--- config.mk ---
export PLATFORM = sky130hd
export DESIGN_NAME = tpdo_comm_params
export DESIGN_NICKNAME = d
export VERILOG_FILES = /design/src/verilog/tpdo_pkg.sv /design/src/verilog/tpdo_mem_if.sv /design/src/verilog/tpdo_param_mem.sv /design/src/verilog/tpdo_comm_params.sv
export VERILOG_INCLUDE_DIRS = /design/src /design/src/verilog
export SDC_FILE = /design/constraint.sdc
export NUM_CORES = 2
export LEC_CHECK = 0
export BUFFER_PORTS_ARGS = -buffer_cell sky130_fd_sc_hd__buf_2
export CAP_MARGIN = 20
export CORE_MARGIN = 3
export CORE_UTILIZATION = 50
export DETAILED_ROUTE_END_ITERATION = 8
export GPL_TIMING_DRIVEN = 0
export HOLD_SLACK_MARGIN = 0.05
export PLACE_DENSITY = 0.79
export SLEW_MARGIN = 20
export SYNTH_ARGS = -nofsm -noshare
export SYNTH_HDL_FRONTEND = slang
export SYNTH_HIERARCHICAL = 1
export SYNTH_SLANG_ARGS = --single-unit
--- constraint.sdc ---
create_clock -name i_ref_clk -period 4.32 [get_ports i_ref_clk]
set_input_delay 1.296 -clock i_ref_clk [delete_from_list [all_inputs] [get_ports i_ref_clk]]
set_output_delay 1.296 -clock i_ref_clk [all_outputs]
set_load 0.01 [all_outputs]
--- src/verilog/tpdo_defs.svh ---
// Constants for the transmit PDO communication parameter block.
`ifndef TPDO_DEFS_SVH
`define TPDO_DEFS_SVH

// ==========================================================================
// Channels and record layout
`define TPDO_NCH          4
`define TPDO_NCH_LAST     2'h3
`define TPDO_ENTRY_COUNT  32'h0000_0006
`define TPDO_FLD_COUNT    3'h0
`define TPDO_FLD_COB      3'h1
`define TPDO_FLD_TTYPE    3'h2
`define TPDO_FLD_INHIBIT  3'h3
`define TPDO_FLD_COMPAT   3'h4
`define TPDO_FLD_EVTIMER  3'h5
`define TPDO_FLD_SSTART   3'h6
`define TPDO_FLD_NONE     3'h7

// ==========================================================================
// Byte addresses: channel c field f at c*0x20 + f*4, globals from 0x80
`define TPDO_ADDR_GLOBAL_BIT 7
`define TPDO_GREG_CTRL    5'h00
`define TPDO_GREG_OVF     5'h01
`define TPDO_GREG_STATUS  5'h02
`define TPDO_CTRL_STORE   0
`define TPDO_CTRL_RESTORE 1

// ==========================================================================
// Reset values
`define TPDO_RST_COB      32'h0000_0000
`define TPDO_RST_TTYPE    8'hFF
`define TPDO_RST_INHIBIT  16'h0064
`define TPDO_RST_COMPAT   8'h00
`define TPDO_RST_EVTIMER  16'h0000
`define TPDO_RST_SSTART   8'h00
`define TPDO_RST_OVF      8'h00

// ==========================================================================
// Transmission type codes
`define TPDO_TT_ACYCLIC   8'h00
`define TPDO_TT_SYNC_MAX  8'hF0
`define TPDO_TT_ASYNC_A   8'hFE
`define TPDO_TT_ASYNC_B   8'hFF

// ==========================================================================
// Timing
`define TPDO_CLK_NS       20
`define TPDO_INH_UNIT_NS  100000
`define TPDO_EVT_UNIT_NS  1000000
`define TPDO_TICK_CYC     ((`TPDO_INH_UNIT_NS+`TPDO_CLK_NS-1)/`TPDO_CLK_NS)
`define TPDO_MS_DIV       (`TPDO_EVT_UNIT_NS/`TPDO_INH_UNIT_NS)

`endif

--- src/verilog/tpdo_pkg.sv ---
// Types shared by the transmit PDO parameter block.
`include "tpdo_defs.svh"

package tpdo_pkg;

   typedef logic [1:0] tpdo_ch_t;
   typedef logic [2:0] tpdo_fld_t;

   typedef enum logic [2:0] {
      TPDO_NV_IDLE  = 3'b000,
      TPDO_NV_ST_RD = 3'b001,
      TPDO_NV_ST_WR = 3'b010,
      TPDO_NV_RS_RD = 3'b011,
      TPDO_NV_RS_WR = 3'b100
   } tpdo_nv_e;

   typedef struct packed {
      logic [`TPDO_NCH-1:0][31:0] cob;
      logic [`TPDO_NCH-1:0][7:0]  ttype;
      logic [`TPDO_NCH-1:0][15:0] inh;
      logic [`TPDO_NCH-1:0][7:0]  compat;
      logic [`TPDO_NCH-1:0][15:0] evt;
      logic [`TPDO_NCH-1:0][7:0]  sstart;
      logic [31:0]                rdata;
   } tpdo_mem_s;

endpackage

--- src/verilog/tpdo_mem_if.sv ---
// Link between the trigger logic and the parameter store.
`timescale 1ns/1ps
`include "tpdo_defs.svh"

interface tpdo_mem_if;
   logic                       we;
   logic [1:0]                 wch;
   logic [2:0]                 wfld;
   logic [31:0]                wdata;
   logic [1:0]                 rch;
   logic [2:0]                 rfld;
   logic [31:0]                rdata;
   logic [`TPDO_NCH-1:0][31:0] cob;
   logic [`TPDO_NCH-1:0][7:0]  ttype;
   logic [`TPDO_NCH-1:0][15:0] inh;
   logic [`TPDO_NCH-1:0][15:0] evt;
   logic [`TPDO_NCH-1:0][7:0]  sstart;

   modport store (input  we, wch, wfld, wdata, rch, rfld,
                  output rdata, cob, ttype, inh, evt, sstart);
   modport user  (output we, wch, wfld, wdata, rch, rfld,
                  input  rdata, cob, ttype, inh, evt, sstart);
endinterface

--- src/verilog/tpdo_param_mem.sv ---
// Parameter records of all transmit channels, with a registered read port.
`timescale 1ns/1ps
`include "tpdo_defs.svh"

module tpdo_param_mem
   import tpdo_pkg::*;
(
   // Clock and reset
   input  wire logic i_ref_clk,
   input  wire logic i_reset,
   // Access port
   tpdo_mem_if.store m
);

   tpdo_mem_s q;
   tpdo_mem_s d;

   function automatic logic [31:0] rd_field(input tpdo_mem_s s,
                                            input tpdo_ch_t  c,
                                            input tpdo_fld_t f);
      logic [31:0] v;
      v = 32'h0000_0000;
      unique case (f)
         `TPDO_FLD_COUNT:   v = `TPDO_ENTRY_COUNT;
         `TPDO_FLD_COB:     v = s.cob[c];
         `TPDO_FLD_TTYPE:   v = {24'h000000, s.ttype[c]};
         `TPDO_FLD_INHIBIT: v = {16'h0000, s.inh[c]};
         `TPDO_FLD_COMPAT:  v = {24'h000000, s.compat[c]};
         `TPDO_FLD_EVTIMER: v = {16'h0000, s.evt[c]};
         `TPDO_FLD_SSTART:  v = {24'h000000, s.sstart[c]};
         `TPDO_FLD_NONE:    v = 32'h0000_0000;
      endcase
      return v;
   endfunction

   always_comb begin
      d = q;
      d.rdata = rd_field(q, m.rch, m.rfld);
      if (m.we) begin
         unique case (m.wfld)
            `TPDO_FLD_COB:     d.cob[m.wch]    = m.wdata;
            `TPDO_FLD_TTYPE:   d.ttype[m.wch]  = m.wdata[7:0];
            `TPDO_FLD_INHIBIT: d.inh[m.wch]    = m.wdata[15:0];
            `TPDO_FLD_COMPAT:  d.compat[m.wch] = m.wdata[7:0];
            `TPDO_FLD_EVTIMER: d.evt[m.wch]    = m.wdata[15:0];
            `TPDO_FLD_SSTART:  d.sstart[m.wch] = m.wdata[7:0];
            default:           d.rdata         = d.rdata;
         endcase
      end
      if (i_reset) begin
         // Every channel starts from the same record.
         for (int i = 0; i < `TPDO_NCH; i++) begin
            d.cob[i]    = `TPDO_RST_COB;
            d.ttype[i]  = `TPDO_RST_TTYPE;
            d.inh[i]    = `TPDO_RST_INHIBIT;
            d.compat[i] = `TPDO_RST_COMPAT;
            d.evt[i]    = `TPDO_RST_EVTIMER;
            d.sstart[i] = `TPDO_RST_SSTART;
         end
         d.rdata = 32'h0000_0000;
      end
   end

   always_ff @(posedge i_ref_clk) begin
      q <= d;
   end

   assign m.rdata  = q.rdata;
   assign m.cob    = q.cob;
   assign m.ttype  = q.ttype;
   assign m.inh    = q.inh;
   assign m.evt    = q.evt;
   assign m.sstart = q.sstart;

endmodule

--- src/verilog/tpdo_comm_params.sv ---
// Transmit PDO parameter registers, send triggers and parameter save.
`timescale 1ns/1ps
`include "tpdo_defs.svh"

// How it works
// - entry count reads six, read only
// - per-channel 32-bit identifier, reset zero
// - per-channel transmission type, reset FF
// - inhibit time in 100 us, reset 0064
// - inhibit applies to asynchronous channels only
// - compatibility entry stored, no effect
// - event timer in ms triggers send
// - first send waits for sync start count
// - afterwards only transmission type governs sends
// - sync start active only if overflow above 1
// - four independent identical channel records
// - records saved to and restored from NV
module tpdo_comm_params
   import tpdo_pkg::*;
#(
   parameter int P_TICK_CYC = `TPDO_TICK_CYC
)(
   // Clock and reset
   input  wire logic                 i_ref_clk,
   input  wire logic                 i_reset,
   // APB slave
   input  wire logic                 i_psel,
   input  wire logic                 i_penable,
   input  wire logic                 i_pwrite,
   input  wire logic [7:0]           i_paddr,
   input  wire logic [31:0]          i_pwdata,
   output logic                      o_pready,
   output logic                      o_pslverr,
   output logic [31:0]               o_prdata,
   // Sync and application events
   input  wire logic                 i_sync,
   input  wire logic [7:0]           i_sync_count,
   input  wire logic [`TPDO_NCH-1:0] i_app_event,
   // Send request toward the frame sender
   output logic                      o_tx_valid,
   output logic [1:0]                o_tx_chan,
   output logic [31:0]               o_tx_cob,
   input  wire logic                 i_tx_ready,
   // Non-volatile parameter store
   output logic                      o_nv_we,
   output logic                      o_nv_re,
   output logic [4:0]                o_nv_addr,
   output logic [31:0]               o_nv_wdata,
   input  wire logic [31:0]          i_nv_rdata
);

   typedef struct packed {
      tpdo_nv_e                   nv;
      tpdo_ch_t                   nv_ch;
      tpdo_fld_t                  nv_fld;
      logic [12:0]                tick;
      logic [3:0]                 msdiv;
      logic [7:0]                 ovf;
      logic                       rd_ok;
      logic [`TPDO_NCH-1:0][16:0] inh;
      logic [`TPDO_NCH-1:0][15:0] evt;
      logic [`TPDO_NCH-1:0][7:0]  scnt;
      logic [`TPDO_NCH-1:0]       started;
      logic [`TPDO_NCH-1:0]       apend;
      logic [`TPDO_NCH-1:0]       spend;
      logic [`TPDO_NCH-1:0]       zpend;
      logic                       tx_valid;
      tpdo_ch_t                   tx_chan;
      logic [31:0]                tx_cob;
   } tpdo_top_s;

   tpdo_top_s q;
   tpdo_top_s d;

   tpdo_mem_if m ();

   tpdo_param_mem u_mem (
      .i_ref_clk (i_ref_clk),
      .i_reset   (i_reset),
      .m         (m)
   );

   function automatic logic tt_async(input logic [7:0] tt);
      return (tt == `TPDO_TT_ASYNC_A) || (tt == `TPDO_TT_ASYNC_B);
   endfunction

   function automatic logic tt_cyclic(input logic [7:0] tt);
      return (tt != `TPDO_TT_ACYCLIC) && (tt <= `TPDO_TT_SYNC_MAX);
   endfunction

   // ==========================================================================
   // APB decode
   logic      acc;
   logic      busy;
   logic      glob;
   logic      unmapped;
   logic      wr;
   logic      ch_wr;
   tpdo_ch_t  a_ch;
   tpdo_fld_t a_fld;
   logic      nv_restore_wr;
   logic [4:0] greg;

   assign acc      = i_psel & i_penable;
   assign busy     = (q.nv != TPDO_NV_IDLE);
   assign glob     = i_paddr[`TPDO_ADDR_GLOBAL_BIT];
   assign a_ch     = i_paddr[6:5];
   assign a_fld    = i_paddr[4:2];
   assign greg     = i_paddr[6:2];
   assign unmapped = glob ? (greg > `TPDO_GREG_STATUS)
                          : (a_fld == `TPDO_FLD_NONE);
   // The read data of the store lag the address by one cycle, so the
   // answer waits for one idle cycle after any save or restore.
   assign o_pready  = acc & ~busy & q.rd_ok;
   assign o_pslverr = o_pready & unmapped;
   assign wr        = o_pready & i_pwrite & ~unmapped;
   // The entry count ignores writes.
   assign ch_wr     = wr & ~glob & (a_fld != `TPDO_FLD_COUNT);
   assign nv_restore_wr = (q.nv == TPDO_NV_RS_WR);

   always_comb begin
      o_prdata = 32'h0000_0000;
      if (unmapped) begin
         o_prdata = 32'h0000_0000;
      end else if (!glob) begin
         o_prdata = m.rdata;
      end else if (greg == `TPDO_GREG_OVF) begin
         o_prdata = {24'h000000, q.ovf};
      end else if (greg == `TPDO_GREG_STATUS) begin
         o_prdata = {20'h00000, q.apend | q.spend | q.zpend,
                     q.started, 3'h0, busy};
      end
   end

   // ==========================================================================
   // Store access: restore writes and save reads take the port when busy
   assign m.we    = ch_wr | nv_restore_wr;
   assign m.wch   = nv_restore_wr ? q.nv_ch : a_ch;
   assign m.wfld  = nv_restore_wr ? q.nv_fld : a_fld;
   assign m.wdata = nv_restore_wr ? i_nv_rdata : i_pwdata;
   assign m.rch   = busy ? q.nv_ch : a_ch;
   assign m.rfld  = busy ? q.nv_fld : a_fld;

   assign o_nv_we    = (q.nv == TPDO_NV_ST_WR);
   assign o_nv_re    = (q.nv == TPDO_NV_RS_RD);
   assign o_nv_addr  = {q.nv_ch, q.nv_fld};
   assign o_nv_wdata = m.rdata;

   assign o_tx_valid = q.tx_valid;
   assign o_tx_chan  = q.tx_chan;
   assign o_tx_cob   = q.tx_cob;

   // ==========================================================================
   // Next state
   logic                 tick;
   logic                 ms_tick;
   logic                 nv_last;
   logic                 found;
   logic                 gate;
   logic [`TPDO_NCH-1:0] elig;

   assign tick    = (q.tick == 13'(P_TICK_CYC - 1));
   assign ms_tick = tick && (q.msdiv == 4'(`TPDO_MS_DIV - 1));
   assign nv_last = (q.nv_ch == `TPDO_NCH_LAST) &&
                    (q.nv_fld == `TPDO_FLD_SSTART);

   always_comb begin
      d     = q;
      found = 1'b0;
      gate  = 1'b0;
      elig  = '0;
      d.rd_ok = ~busy;

      // Shared time base: 100 us ticks and every tenth one a ms tick.
      d.tick = tick ? 13'h0000 : q.tick + 13'h0001;
      if (tick) begin
         d.msdiv = ms_tick ? 4'h0 : q.msdiv + 4'h1;
      end

      if (wr && glob && greg == `TPDO_GREG_OVF) begin
         d.ovf = i_pwdata[7:0];
      end

      // Save and restore walk fields 1..6 of every channel in turn.
      unique case (q.nv)
         TPDO_NV_IDLE: begin
            d.nv_ch  = 2'h0;
            d.nv_fld = `TPDO_FLD_COB;
            if (wr && glob && greg == `TPDO_GREG_CTRL) begin
               if (i_pwdata[`TPDO_CTRL_STORE]) begin
                  d.nv = TPDO_NV_ST_RD;
               end else if (i_pwdata[`TPDO_CTRL_RESTORE]) begin
                  d.nv = TPDO_NV_RS_RD;
               end
            end
         end
         TPDO_NV_ST_RD: d.nv = TPDO_NV_ST_WR;
         TPDO_NV_RS_RD: d.nv = TPDO_NV_RS_WR;
         TPDO_NV_ST_WR, TPDO_NV_RS_WR: begin
            if (nv_last) begin
               d.nv = TPDO_NV_IDLE;
            end else begin
               d.nv = (q.nv == TPDO_NV_ST_WR) ? TPDO_NV_ST_RD
                                              : TPDO_NV_RS_RD;
               if (q.nv_fld == `TPDO_FLD_SSTART) begin
                  d.nv_fld = `TPDO_FLD_COB;
                  d.nv_ch  = q.nv_ch + 2'h1;
               end else begin
                  d.nv_fld = q.nv_fld + 3'h1;
               end
            end
         end
         default: d.nv = TPDO_NV_IDLE;
      endcase

      // Send arbitration first, so that new events below win over the
      // clear of a pending bit in the same cycle.
      for (int i = 0; i < `TPDO_NCH; i++) begin
         // Sync sends pass regardless of the inhibit count.
         elig[i] = q.spend[i] | (q.apend[i] & (q.inh[i] == 17'h00000));
      end
      if (!q.tx_valid || i_tx_ready) begin
         d.tx_valid = 1'b0;
         for (int i = 0; i < `TPDO_NCH; i++) begin
            if (elig[i] && !found) begin
               found      = 1'b1;
               d.tx_valid = 1'b1;
               d.tx_chan  = 2'(i);
               d.tx_cob   = m.cob[i];
               if (q.spend[i]) begin
                  d.spend[i] = 1'b0;
               end else begin
                  d.apend[i] = 1'b0;
               end
               if (tt_async(m.ttype[i])) begin
                  // One extra tick so the gap is never short of the time.
                  d.inh[i] = (m.inh[i] == 16'h0000) ? 17'h00000
                           : {1'b0, m.inh[i]} + 17'h00001;
                  d.evt[i] = m.evt[i];
               end
            end
         end
      end

      // Per-channel triggers; every channel has its own counters.
      for (int i = 0; i < `TPDO_NCH; i++) begin
         if (tick && d.inh[i] != 17'h00000) begin
            d.inh[i] = d.inh[i] - 17'h00001;
         end
         if (tt_async(m.ttype[i]) && m.evt[i] != 16'h0000) begin
            if (ms_tick) begin
               if (d.evt[i] <= 16'h0001) begin
                  d.apend[i] = 1'b1;
                  d.evt[i]   = m.evt[i];
               end else begin
                  d.evt[i] = d.evt[i] - 16'h0001;
               end
            end
         end
         if (i_app_event[i]) begin
            if (tt_async(m.ttype[i])) begin
               d.apend[i] = 1'b1;
            end else if (m.ttype[i] == `TPDO_TT_ACYCLIC) begin
               d.zpend[i] = 1'b1;
            end
         end
         // A new start value waits for its count again; a match wins.
         if (m.we && m.wch == 2'(i) && m.wfld == `TPDO_FLD_SSTART) begin
            d.started[i] = 1'b0;
         end
         gate = (q.ovf > 8'h01) && (m.sstart[i] != 8'h00);
         if (i_sync && !tt_async(m.ttype[i])) begin
            if (gate && !q.started[i]) begin
               if (i_sync_count == m.sstart[i]) begin
                  d.started[i] = 1'b1;
                  d.scnt[i]    = 8'h00;
                  if (tt_cyclic(m.ttype[i]) || q.zpend[i]) begin
                     d.spend[i] = 1'b1;
                     d.zpend[i] = d.zpend[i] & i_app_event[i];
                  end
               end
            end else if (m.ttype[i] == `TPDO_TT_ACYCLIC) begin
               if (q.zpend[i]) begin
                  d.spend[i] = 1'b1;
                  d.zpend[i] = i_app_event[i];
               end
            end else if (tt_cyclic(m.ttype[i])) begin
               if (q.scnt[i] + 8'h01 >= m.ttype[i]) begin
                  d.spend[i] = 1'b1;
                  d.scnt[i]  = 8'h00;
               end else begin
                  d.scnt[i] = q.scnt[i] + 8'h01;
               end
            end
         end
      end

      if (i_reset) begin
         d     = '0;
         d.nv  = TPDO_NV_IDLE;
         d.nv_fld = `TPDO_FLD_COB;
         d.ovf = `TPDO_RST_OVF;
      end
   end

   always_ff @(posedge i_ref_clk) begin
      q <= d;
   end

endmodule

==> run_results.csv <==
group,metric,value,unit
pwr,power-per-cell-area,434,nW/um^2
timing,setup_violations,0,
cells_and_area,num-nets-final,5400,
place,port_buffers,195,
cells_and_area,multi_input_area,23400,um^2
critical_path,cp_max_fo,10,
die,fp.dieArea,84000,um^2
synth,post_synthesis_share_of_cell_area_spent_on_full_adders_half_adders_and_majority_gates,1.99,%
cells_and_area,areaGrowthSynthToFinish,14.1,%
grt,grt_antenna_before_repair,8,
timing,final_max_slew_viol_count,0,
critical_path,crit_path_end_kind,"flop",
critical_path,type_of_the_setup_path_with_the_least_slack,"primary input to flop",
place,dp.final_hpwl,117000,um
timing,post-route-min-period,4.30,ns
critical_path,slowest_stage,"sky130_fd_sc_hd__o21bai_1",
timing,finClkSkew,0.0394,ns
timing,finalHoldViolations,0,
grt,grt-ovfl-total,0,
synth,yosysSeqAreaShare,31.5,%
grt,grt_max_degree,20,
die,num_io_pins,199,
critical_path,critPathRequiredTime,4.83,ns
die,floorplan.die.width,290,um
critical_path,timing.critical_path.to,"u_mem/m.cob[41]$_SDFFE_PP0P_",
timing,slew_headroom,18.8,%
synth,synth.distinct_cells,122,
place,gp_congestion,1.04,
routing,routed_wire_per_std_cell,24.5,um
clock_tree,max-clock-path-buffers,3,
critical_path,timing.critical_path.slowest_cell_delay,0.70,ns
critical_path,critPathBufInv,2,
routing,route.vias.total,39900,
die,coreArea,79400,um^2
place,placed_cell_area,42700,um^2
hold_path,path_type_of_the_worst_min_delay_path,"flop to flop",
synth,synth_edf_count,0,
routing,routed_wl,156000,um
critical_path,cp_cell_sequence,"buf_2 -> a31oi_2 -> o31ai_1 -> o21bai_1 -> nand2_1 -> nor3_1 -> nand2_1 -> clkbuf_1 -> nand2_1 -> a21oi_1",
pwr,max-vdd-ir-drop,0.415,mV
cells_and_area,fillCellCount,7226,
synth,post_synthesis_compound_gate_area_fraction,15.9,%
timing,tns,0,ns
clock_tree,cts.sink_count,633,
critical_path,critical_path.reg2reg.startpoint,"q[156]$_SDFF_PP0_",
die,placementRows,103,
clock_tree,cts_tree,"done",
synth,yosys.area_share.simple,23.0,%
critical_path,start_kind,"primary input",
synth,async_flop_share,0,%
pwr,leakagePower,18.7,nW
synth,ys.flop_type,"sky130_fd_sc_hd__dfxtp_1",
die,die_y,290,um
routing,firstDrtPassIters,9,
synth,postSynthAreaPerCell,8.15,um^2
clock_tree,cts.reportedPaths.clkPinSlew,0.06,ns
clock_tree,clkLatencyLatePin,0.66,ns
synth,netlist_area,40300,um^2
synth,synth_seq_cells,633,
critical_path,critical_register_to_register_path_endpoint,"o_tx_cob[30]$_SDFFE_PP0P_",
clock_tree,number_of_buffers_added_by_the_clock_tree_synthesis_step,74,
clock_tree,cts-hold-fix-buffers,0,
cells_and_area,seqCellArea,12700,um^2
critical_path,critical_path_depth,10,
die,floorplan.initialDensity,50.7,%
clock_tree,ctsRootBufferMaster,"sky130_fd_sc_hd__clkbuf_16",
critical_path,reg2reg_slack,0.11,ns
synth,synthesis.nets,5095,
critical_path,timing.critical_path.arrival,4.81,ns
timing,unrepaired_setup_endpoints_after_global_routing,"true",
cells_and_area,proportion_of_layout_cells_with_a_drive_suffix_above_1,21.3,%
cells_and_area,stdcell_area,46000,um^2
critical_path,critPathLaunch,"i_paddr[4]",
routing,drt_drc_violations_left,0,
grt,grt_pass1_wl,231000,um
routing,drt_iter0_markers,5493,
synth,synth_mux_area_share,12.2,%
clock_tree,number_of_h_tree_levels,3,
routing,post_drt_via_cell_ratio,6.28,
grt,grtUsageTotal,35.3,%
timing,worst_pin_slew,1.22,ns
run_status,run_status,"finished clean",
critical_path,cp_common_cell,"sky130_fd_sc_hd__nand2_1",
synth,yosysWarnings,6,
routing,number_of_antenna_violating_nets_in_the_routed_design,0,
grt,grt_pass1_vias,36900,
timing,fmax,0.232,GHz
critical_path,cpLargestDelayFamily,"compound AO/OA/AOI/OAI gates",
timing,post_route_hold_slack,0.467,ns
flow_run,max_cap_violations,0,
synth,synth_cells,4940,
synth,largest_family_of_logic_cells_by_synthesized_area,"simple AND/OR/NAND/NOR gates",
synth,synth-xor-area-share,3.96,%
critical_path,timing.reg2reg.worst_path_depth,10,
hold_path,hold_path_depth,2,
timing,timing.final.crit_share,99.6,%
-- cells in the final DEF, fill, tap and decap left out, types with 103 or more instances in the layout --
cell type | netlist | layout
sky130_fd_sc_hd__nor3_1 | 108 | 103
sky130_fd_sc_hd__mux2i_1 | 254 | 247
sky130_fd_sc_hd__o21ai_0 | 141 | 141
sky130_fd_sc_hd__clkbuf_1 | 223 | 210
sky130_fd_sc_hd__nand3_1 | 109 | 108
sky130_fd_sc_hd__buf_4 | 414 | 450
sky130_fd_sc_hd__dfxtp_1 | 633 | 632
sky130_fd_sc_hd__buf_2 | 44 | 234
sky130_fd_sc_hd__a21oi_1 | 365 | 359
sky130_fd_sc_hd__nand2_1 | 563 | 561
sky130_fd_sc_hd__nor2_1 | 557 | 552
-- final cells by class --
type	count	area share (%)
flip-flops and latches	633	27.6
inverters	76	0.621
plain buffers	698	9.78
diodes	6	0.0327
multi-input cells	3526	50.8
repair buffers	236	2.81
clock buffers	102	4.63
clock inverters	31	0.863
well taps	1050	2.86
-- synth_stat cells (all sizes together), types with 44 or more instances --
library cell / instances / area [um^2]
xnor2: 94 / 823
mux2i: 255 / 2560
nor2b: 45 / 282
ha: 64 / 801
o21ai: 150 / 766
xor2: 88 / 771
nand3: 110 / 556
or3: 48 / 315
and2: 48 / 300
nor2: 572 / 2220
mux4: 75 / 1690
a31oi: 45 / 312
nand4: 57 / 357
o211ai: 44 / 335
clkbuf: 223 / 837
a22oi: 97 / 733
a21oi: 366 / 1840
nand2: 563 / 2110
mux2: 59 / 668
dfxtp: 633 / 12700
a211o: 45 / 394
inv: 76 / 285
nor4: 89 / 633
and3: 93 / 582
nor3: 115 / 623
buf: 481 / 3490
-- report_power, final --
group	switching [W]	total [W]	internal (W)
clock network	0.00278	0.00651	0.00374
logic	0.00440	0.00697	0.00257
registers	0.000294	0.00646	0.00616
-- through the flow --
stage | instances | setup slack [ns] | power, W | util [%]
finish | 6358 | 0.0163 | 0.0199 | 57.9
global route | 6352 | -0.00719 | 0.0206 | 57.9
CTS | 6334 | 0.000579 | 0.0194 | 57.4
detailed placement | 6189 | -1.26 | 0.0127 | 53.7
global placement | 6185 | -1.21 | 0.0127 | 53.7
floorplan | 4940 | 0.0261 | 0.0108 | -
-- timing repair --
item / in CTS / in global routing
resized for setup: 60 / 81
pin swaps: 12 / 14
setup buffers: 17 / 20
endpoints found under the setup margin: 154 / 119
-- worst register-to-register path, stage by stage (launching register included) --
cell,delay (ns)
sky130_fd_sc_hd__dfxtp_1,0.32
sky130_fd_sc_hd__or4_4,0.57
sky130_fd_sc_hd__nor4_4,0.38
sky130_fd_sc_hd__buf_6,0.18
sky130_fd_sc_hd__buf_4,0.12
sky130_fd_sc_hd__a31oi_4,0.23
sky130_fd_sc_hd__a31oi_1,0.73
sky130_fd_sc_hd__clkbuf_1,0.78
sky130_fd_sc_hd__clkbuf_1,0.56
sky130_fd_sc_hd__o21ai_0,0.17
sky130_fd_sc_hd__nor2_1,0.11
-- cells by family (layout without fill, tap and decap cells) --
logic type / count (synthesis) / count (layout)
fa+ha+maj: 64 / 64
flops: 633 / 633
compound gates: 989 / 989
buf+inv: 781 / 1143
other cells: 0 / 6
xor+xnor: 182 / 182
simple gates: 1902 / 1902
mux: 389 / 389
-- registers in the layout, indices dropped and copies added, names as in the netlist --
register and count:
q 209, u_mem/m.cob 128, u_mem/m.evt 64, u_mem/m.inh 64, o_tx_cob 32, u_mem/m.rdata 32
u_mem/m.sstart 32, u_mem/m.ttype 32, u_mem/q 32, o_nv_addr 5, o_tx_chan 2, o_tx_valid 1
-- worst min path at each step --
stage | startpoint | slack [ns] | end
2_1_floorplan | q[228]$_SDFF_PP0_ | 0.43 | q[228]$_SDFF_PP0_
3_5_place_dp | q[228]$_SDFF_PP0_ | 0.46 | q[228]$_SDFF_PP0_
6_report | q[74]$_SDFFE_PP0P_ | 0.47 | q[74]$_SDFFE_PP0P_
5_1_grt | q[74]$_SDFFE_PP0P_ | 0.49 | q[74]$_SDFFE_PP0P_
4_1_cts | u_mem/m.cob[92]$_SDFFE_PP0P_ | 0.47 | u_mem/m.cob[92]$_SDFFE_PP0P_
3_3_place_gp | q[228]$_SDFF_PP0_ | 0.44 | q[228]$_SDFF_PP0_
-- metal layers --
metal  routed length, um  track usage [%]  vias up  part of all wire, %
met5                  41                0        -                0.026
met4               10900             20.8        8                  7.0
met3               19400             9.70      590                   12
met2               66400             53.3     2596                   43
met1               59200             45.0    18900                   38
li1                    -                -    17800                    -
No activity file was read; power rests on OpenSTA's default activity.
